### config.mk
export PLATFORM = sky130hd
export DESIGN_NAME = rstart_master
export DESIGN_NICKNAME = d
export VERILOG_FILES = /design/src/rstart_master.v /design/src/sync2.v
export VERILOG_INCLUDE_DIRS = /design/src
export SDC_FILE = /design/constraint.sdc
export NUM_CORES = 1
export LEC_CHECK = 0
export ABC_CLOCK_PERIOD_IN_PS = 2200
export BUFFER_PORTS_ARGS = -buffer_cell sky130_fd_sc_hd__buf_2
export CAP_MARGIN = 0
export CORE_ASPECT_RATIO = 0.7
export CORE_MARGIN = 2
export CORE_UTILIZATION = 50
export DETAILED_ROUTE_END_ITERATION = 12
export GPL_TIMING_DRIVEN = 1
export PLACE_DENSITY = 0.75
export REMOVE_ABC_BUFFERS = 1
export SETUP_SLACK_MARGIN = 0.15
export SYNTH_ARGS = -nofsm -noshare
export SYNTH_HDL_FRONTEND = slang
export SYNTH_SLANG_ARGS = --single-unit
### constraint.sdc
create_clock -name clk -period 2.2 [get_ports clk]
set_clock_uncertainty 0.15 [all_clocks]
set_input_delay 0.11 -clock clk [delete_from_list [all_inputs] [get_ports clk]]
set_output_delay 0.11 -clock clk [all_outputs]
set_load 0.02 [all_outputs]
### src/rstart_consts.vh
// Constants for the repeated start sequencer with collision detection
`ifndef RSTART_CONSTS_VH
`define RSTART_CONSTS_VH
`define RS_RELOAD_W 8
`define RS_RELOAD_DEFAULT 8'h04
`define RS_ST_IDLE 3'h0
`define RS_ST_SDA_REL 3'h1
`define RS_ST_CNT1 3'h2
`define RS_ST_SCL_REL 3'h3
`define RS_ST_CNT2 3'h4
`define RS_ST_CNT3 3'h5
`endif

### src/rstart_master.v
// Repeated start sequencer with bus collision detection
//
// Notes on behaviour
// - A collision is flagged when SDA is released but seen low as released SCL is first seen high.
// - In a repeated start, SDA low when SCL rises is a collision.
// - In a repeated start, SCL falling before SDA goes low is a collision.
// - Once SDA floats high, the counter loads the reload value and runs down.
// - After that count SCL is released; seen high, a low SDA is a collision.
// - SDA high after SCL release reloads the counter for another count.
// - SDA falling during that further count is not a collision.
// - SCL falling in the count before SDA is pulled low is a collision.
// - Expiry with both lines high drives SDA low and reloads the counter.
// - After the final count SCL is driven low and the sequence is done.
// - SCL held low by another party once this side releases it stalls the timing until released; the first count runs on.
// - The bus is idle only with no master active and both lines high.
`timescale 1ns/1ps
`default_nettype none
`include "rstart_consts.vh"
module rstart_master #(
  parameter RELOAD_W = `RS_RELOAD_W
) (
  // Clock and reset
  input wire clk,
  input wire sys_rst,
  // Control
  input wire start_req,
  input wire [RELOAD_W-1:0] baud_reload_value,
  input wire collision_clear,
  // Status
  output reg busy,
  output reg done_pulse,
  output reg collision_flag,
  output reg bus_idle,
  // Two-wire pins, open drain
  input wire scl_in,
  output reg scl_out,
  output reg scl_oe,
  input wire sda_in,
  output reg sda_out,
  output reg sda_oe
);
  // ****************************************
  // Pin sampling
  // ****************************************
  wire scl_s;
  wire sda_s;
  reg scl_prev_q;
  reg sda_prev_q;
  sync2 u_sync_scl (
    .clk(clk),
    .sys_rst(sys_rst),
    .async_in(scl_in),
    .sync_out(scl_s)
  );
  sync2 u_sync_sda (
    .clk(clk),
    .sys_rst(sys_rst),
    .async_in(sda_in),
    .sync_out(sda_s)
  );
  wire scl_rise = scl_s & ~scl_prev_q;
  wire scl_fall = ~scl_s & scl_prev_q;
  wire sda_fall = ~sda_s & sda_prev_q;

  // ****************************************
  // Edge memory and pin data
  // ****************************************
  // Idle level after reset avoids a false edge
  always @(posedge clk or posedge sys_rst)
  begin
    if (sys_rst)
    begin
      scl_prev_q <= 1'b1;
      sda_prev_q <= 1'b1;
      scl_out <= 1'b0;
      sda_out <= 1'b0;
    end
    else
    begin
      scl_prev_q <= scl_s;
      sda_prev_q <= sda_s;
      // Open drain: data stays low, only the enables move
      scl_out <= 1'b0;
      sda_out <= 1'b0;
    end
  end

  // ****************************************
  // Sequencer
  // ****************************************
  reg [2:0] state_q;
  reg [RELOAD_W-1:0] baud_rate_counter;
  wire cnt_zero = (baud_rate_counter == {RELOAD_W{1'b0}});

  always @(posedge clk or posedge sys_rst)
  begin
    if (sys_rst)
    begin
      state_q <= `RS_ST_IDLE;
      baud_rate_counter <= {RELOAD_W{1'b0}};
      busy <= 1'b0;
      done_pulse <= 1'b0;
      collision_flag <= 1'b0;
      bus_idle <= 1'b0;
      scl_oe <= 1'b0;
      sda_oe <= 1'b0;
    end
    else
    begin
      done_pulse <= 1'b0;
      // A start taken this cycle already owns the bus
      bus_idle <= (state_q == `RS_ST_IDLE) & ~start_req &
        scl_s & sda_s;
      // Set wins over a clear in the same cycle
      if (collision_clear)
        collision_flag <= 1'b0;
      case (state_q)
        `RS_ST_IDLE:
        begin
          busy <= 1'b0;
          if (start_req)
          begin
            // SCL is assumed low after the previous acknowledge
            state_q <= `RS_ST_SDA_REL;
            busy <= 1'b1;
            sda_oe <= 1'b0;
            scl_oe <= 1'b1;
          end
        end
        `RS_ST_SDA_REL:
        begin
          // Stays here while another party holds SDA low
          if (sda_s)
          begin
            baud_rate_counter <= baud_reload_value;
            state_q <= `RS_ST_CNT1;
          end
        end
        `RS_ST_CNT1:
        begin
          // Count runs while this side still holds SCL low
          if (cnt_zero)
          begin
            scl_oe <= 1'b0;
            state_q <= `RS_ST_SCL_REL;
          end
          else
            baud_rate_counter <= baud_rate_counter - 1'b1;
        end
        `RS_ST_SCL_REL:
        begin
          // Waits here while another party stretches SCL
          // No limit on the wait; a stuck line needs a reset
          if (scl_s)
          begin
            // Low SDA at rising SCL means another master sends zero
            if (!sda_s || (scl_rise && !sda_s))
            begin
              collision_flag <= 1'b1;
              state_q <= `RS_ST_IDLE;
            end
            else
            begin
              baud_rate_counter <= baud_reload_value;
              state_q <= `RS_ST_CNT2;
            end
          end
        end
        `RS_ST_CNT2:
        begin
          if (scl_fall)
          begin
            collision_flag <= 1'b1;
            state_q <= `RS_ST_IDLE;
          end
          else if (sda_fall)
          begin
            // Another master's start; no collision, bus lost quietly
            state_q <= `RS_ST_IDLE;
          end
          else if (cnt_zero)
          begin
            sda_oe <= 1'b1;
            baud_rate_counter <= baud_reload_value;
            state_q <= `RS_ST_CNT3;
          end
          else
            baud_rate_counter <= baud_rate_counter - 1'b1;
        end
        `RS_ST_CNT3:
        begin
          // SCL is pulled low whatever level it has then
          if (cnt_zero)
          begin
            scl_oe <= 1'b1;
            done_pulse <= 1'b1;
            busy <= 1'b0;
            state_q <= `RS_ST_IDLE;
          end
          else
            baud_rate_counter <= baud_rate_counter - 1'b1;
        end
        default:
        begin
          state_q <= `RS_ST_IDLE;
        end
      endcase
      // Collision exits release both lines
      if ((state_q == `RS_ST_SCL_REL && scl_s && !sda_s) ||
          (state_q == `RS_ST_CNT2 && scl_fall))
      begin
        scl_oe <= 1'b0;
        sda_oe <= 1'b0;
        busy <= 1'b0;
      end
      else if (state_q == `RS_ST_CNT2 && sda_fall)
      begin
        scl_oe <= 1'b0;
        busy <= 1'b0;
      end
    end
  end
endmodule
`default_nettype wire

### src/sync2.v
// Two-flop synchroniser for one pin level
`timescale 1ns/1ps
`default_nettype none
module sync2 (
  // Clock and reset
  input wire clk,
  input wire sys_rst,
  // Level in and out
  input wire async_in,
  output wire sync_out
);
  reg meta_q;
  reg stable_q;
  always @(posedge clk or posedge sys_rst)
  begin
    if (sys_rst)
    begin
      meta_q <= 1'b1;
      stable_q <= 1'b1;
    end
    else
    begin
      meta_q <= async_in;
      stable_q <= meta_q;
    end
  end
  assign sync_out = stable_q;
endmodule
`default_nettype wire

==> qor.csv <==
metric,value,unit
rsz0062_at_grt,true,
synth_top_area_share,31.45,%
drtPass1Iterations,4,
largest_register,baud_rate_counter,
gp_congestion,0.8777,
dp_hpwl,2474,µm
die-area,3144,µm²
placed_area,1543,µm²
timing.final.ws_setup,-3.703,ps
synth_compound_area_share,26.18,%
clock_path_buffers,2,
design_area,1793,µm²
ys_top_cells_by_count,"dfrtp_1, nor2_1, nand2_1, o21ai_0, inv_1",
port-buffer-count,19,
ant_nets,0,
synth-seq-cells,23,
path_clk_slew,80,ps
grt_pass1_wl,5533,µm
core_area,2515,µm²
largest_registers,"baud_rate_counter x8, state_q x3",
grt_overflow_total,0,
arrival,2220,ps
async_reset_ff_share,100.0,%
multi_input_area,753.2,µm²
yosys-top-cells-area,"dfrtp_1, dfstp_2, nor2_1, o21ai_0, nand2_1",
diodes,0,
power.density,428.5,nW/µm²
syn_avg_cell_area,9.077,µm²
hold_class,in2reg,
run_status,finished with violations,
dominantRegCellSynth,dfrtp_1,
maxCapViolCount,0,
synthCells,149,
yosysSeqAreaShare,43.11,%
wire_per_inst,15.61,µm
cts_buffers,3,
yosysWarnings,0,
nFillCells,197,
critPathKind,reg2reg,
regArea,584.3,µm²
slew_headroom,42.84,%
ir_worst_vdd,437.1,µV
violations,setup timing,
yosysMostFrequentCell,dfrtp_1,
rows,15,
leakage,0.8186,nW
synthSimpleGateAreaFrac,21.00,%
die_h,47.52,µm
yosysUniqueCellTypes,45,
drt-initial-drc-count,120,
tightest_slew,856.5,ps
initial_utilization,53.78,%
grt_usage,23.93,%
drive_gt1_share,34.36,%
period_share,100.2,%
startpoint_type,flop,
synth_mux_area_share,2.313,%
htree_levels,1,
pin_count,22,
antenna_found_initial,0,
final_hold_viol_count,0,
nets,212,
fin_crit,2204,ps
synth_edf_count,0,
utilization,71.29,%
fmax,453.8,MHz
clock-sinks,23,
die_x,66.17,µm
grt_pass1_vias,1222,
cts-root-buf,clkbuf_8,
syn2layout_area_growth,32.56,%
required,2210,ps
synth_top_family_by_area,compound AO/OA/AOI/OAI gates,
cp_max_fo,3,
wirelength,3574,µm
cts_tree,yes,
total_power,0.0007683,W
maxSlewViolCount,0,
synth-xor-area-share,0,%
largest_register_ffs,8,
clock_latency,280,ps
end_kind,flop,
netlist_area,1353,µm²
via_count,1312,
via_per_inst,5.729,
setup_violations,1,
grt_max_degree,24,
yosys.area_share.adder,1.850,%
drc,0,
yosys.area.top_type,dfrtp_1,
-- repair_timing --
action,4_1_cts,5_1_grt
pin swaps,3,4
cloned,0,0
buffers inserted,2,8
hold buffers,7,0
hold endpoints to repair,23,0
endpoints found under the setup margin,9,9
gates resized for setup,6,10
-- worst paths after layout --
check / cells after the start / slack (ps) / startpoint / to
max: 7 / -4 / baud_rate_counter[0]$_DFFE_PP0P_ / scl_oe$_DFFE_PP0P_
min: 3 / 9 / baud_reload_value[6] / baud_rate_counter[6]$_DFFE_PP0P_
max reg2reg: 7 / -4 / baud_rate_counter[0]$_DFFE_PP0P_ / scl_oe$_DFFE_PP0P_
min reg2reg: 0 / 210 / u_sync_scl.meta_q$_DFF_PP1_ / u_sync_scl.sync_out$_DFF_PP1_
max in group asynchronous: 3 / 920 / sys_rst / state_q[0]$_DFFE_PP0P_
min in group asynchronous: 3 / 400 / sys_rst / busy$_DFFE_PP0P_
-- routing by layer --
metal / track usage [%] / vias to the layer above / part of all wire [%]
met5: 0 / - / 0
met4: 6.531 / 0 / 0.76
li1: - / 632 / -
met2: 39.60 / 37 / 46
met1: 32.25 / 639 / 47
met3: 5.882 / 4 / 5.4
-- stage by stage --
step,setup WS [ps],instances,hold WS (ps),TNS [ps]
2_1_floorplan,28.47,143,-42.52,0
6_report,-3.703,229,9.210,-3.703
3_5_place_dp,-32.44,208,67.55,-32.44
3_3_place_gp,61.96,208,66.73,0
4_1_cts,9.580,221,3.407,0
5_1_grt,-68.80,229,13.43,-82.10
-- layout make-up --
cell class	instances	share of cell area [%]
Tap cell	34	2.373
Multi-Input combinational cell	112	42.01
Inverter	8	1.675
Timing Repair Buffer	48	18.63
Clock buffer	3	2.303
Clock inverter	1	0.4187
Sequential cell	23	32.59
-- where the power goes --
| part | leakage (nW) | switching (W) | internal (W) |
|---|---|---|---|
| logic | 0.527 | 0.0000252 | 0.0000255 |
| registers | 0.270 | 0.00000542 | 0.000433 |
| clock network | 0.0217 | 0.000151 | 0.000129 |
| total | 0.819 | 0.000181 | 0.000587 |
-- cell families (layout without fill, tap and decap cells) --
logic type               count (synthesis)  in the layout
multiplexers                             3              3
other                                    1              2
adder cells (fa/ha/maj)                  2              2
buffers and inverters                   15             60
flip-flops                              23             23
AND/OR/NAND/NOR                         53             53
AO/OA/AOI/OAI                           52             52
-- worst max-delay path, stage by stage, from the launching register on --
cell and delay [ps]:
dfrtp_1 410, inv_2 90, ha_4 130, or4b_4 480, nor2_1 170, nand2_1 90, a32oi_2 250, mux2_4 320
-- layout by cell type (no fill, tap or decap), drive strengths merged, types with 3 or more instances in the layout --
master       netlist  final
nand2b             5      5
dfstp              6      6
nor2b              6      6
nor2              15     15
nand2             10     10
o21ai             16     16
a21oi              7      7
clkbuf             1      3
inv                8      8
buf                6     41
o22ai              4      4
a22o               3      3
nor3               5      5
a22oi              4      4
dfrtp             17     17
dlygate4sd3        0      7
Power figures use the tool's default switching activity.
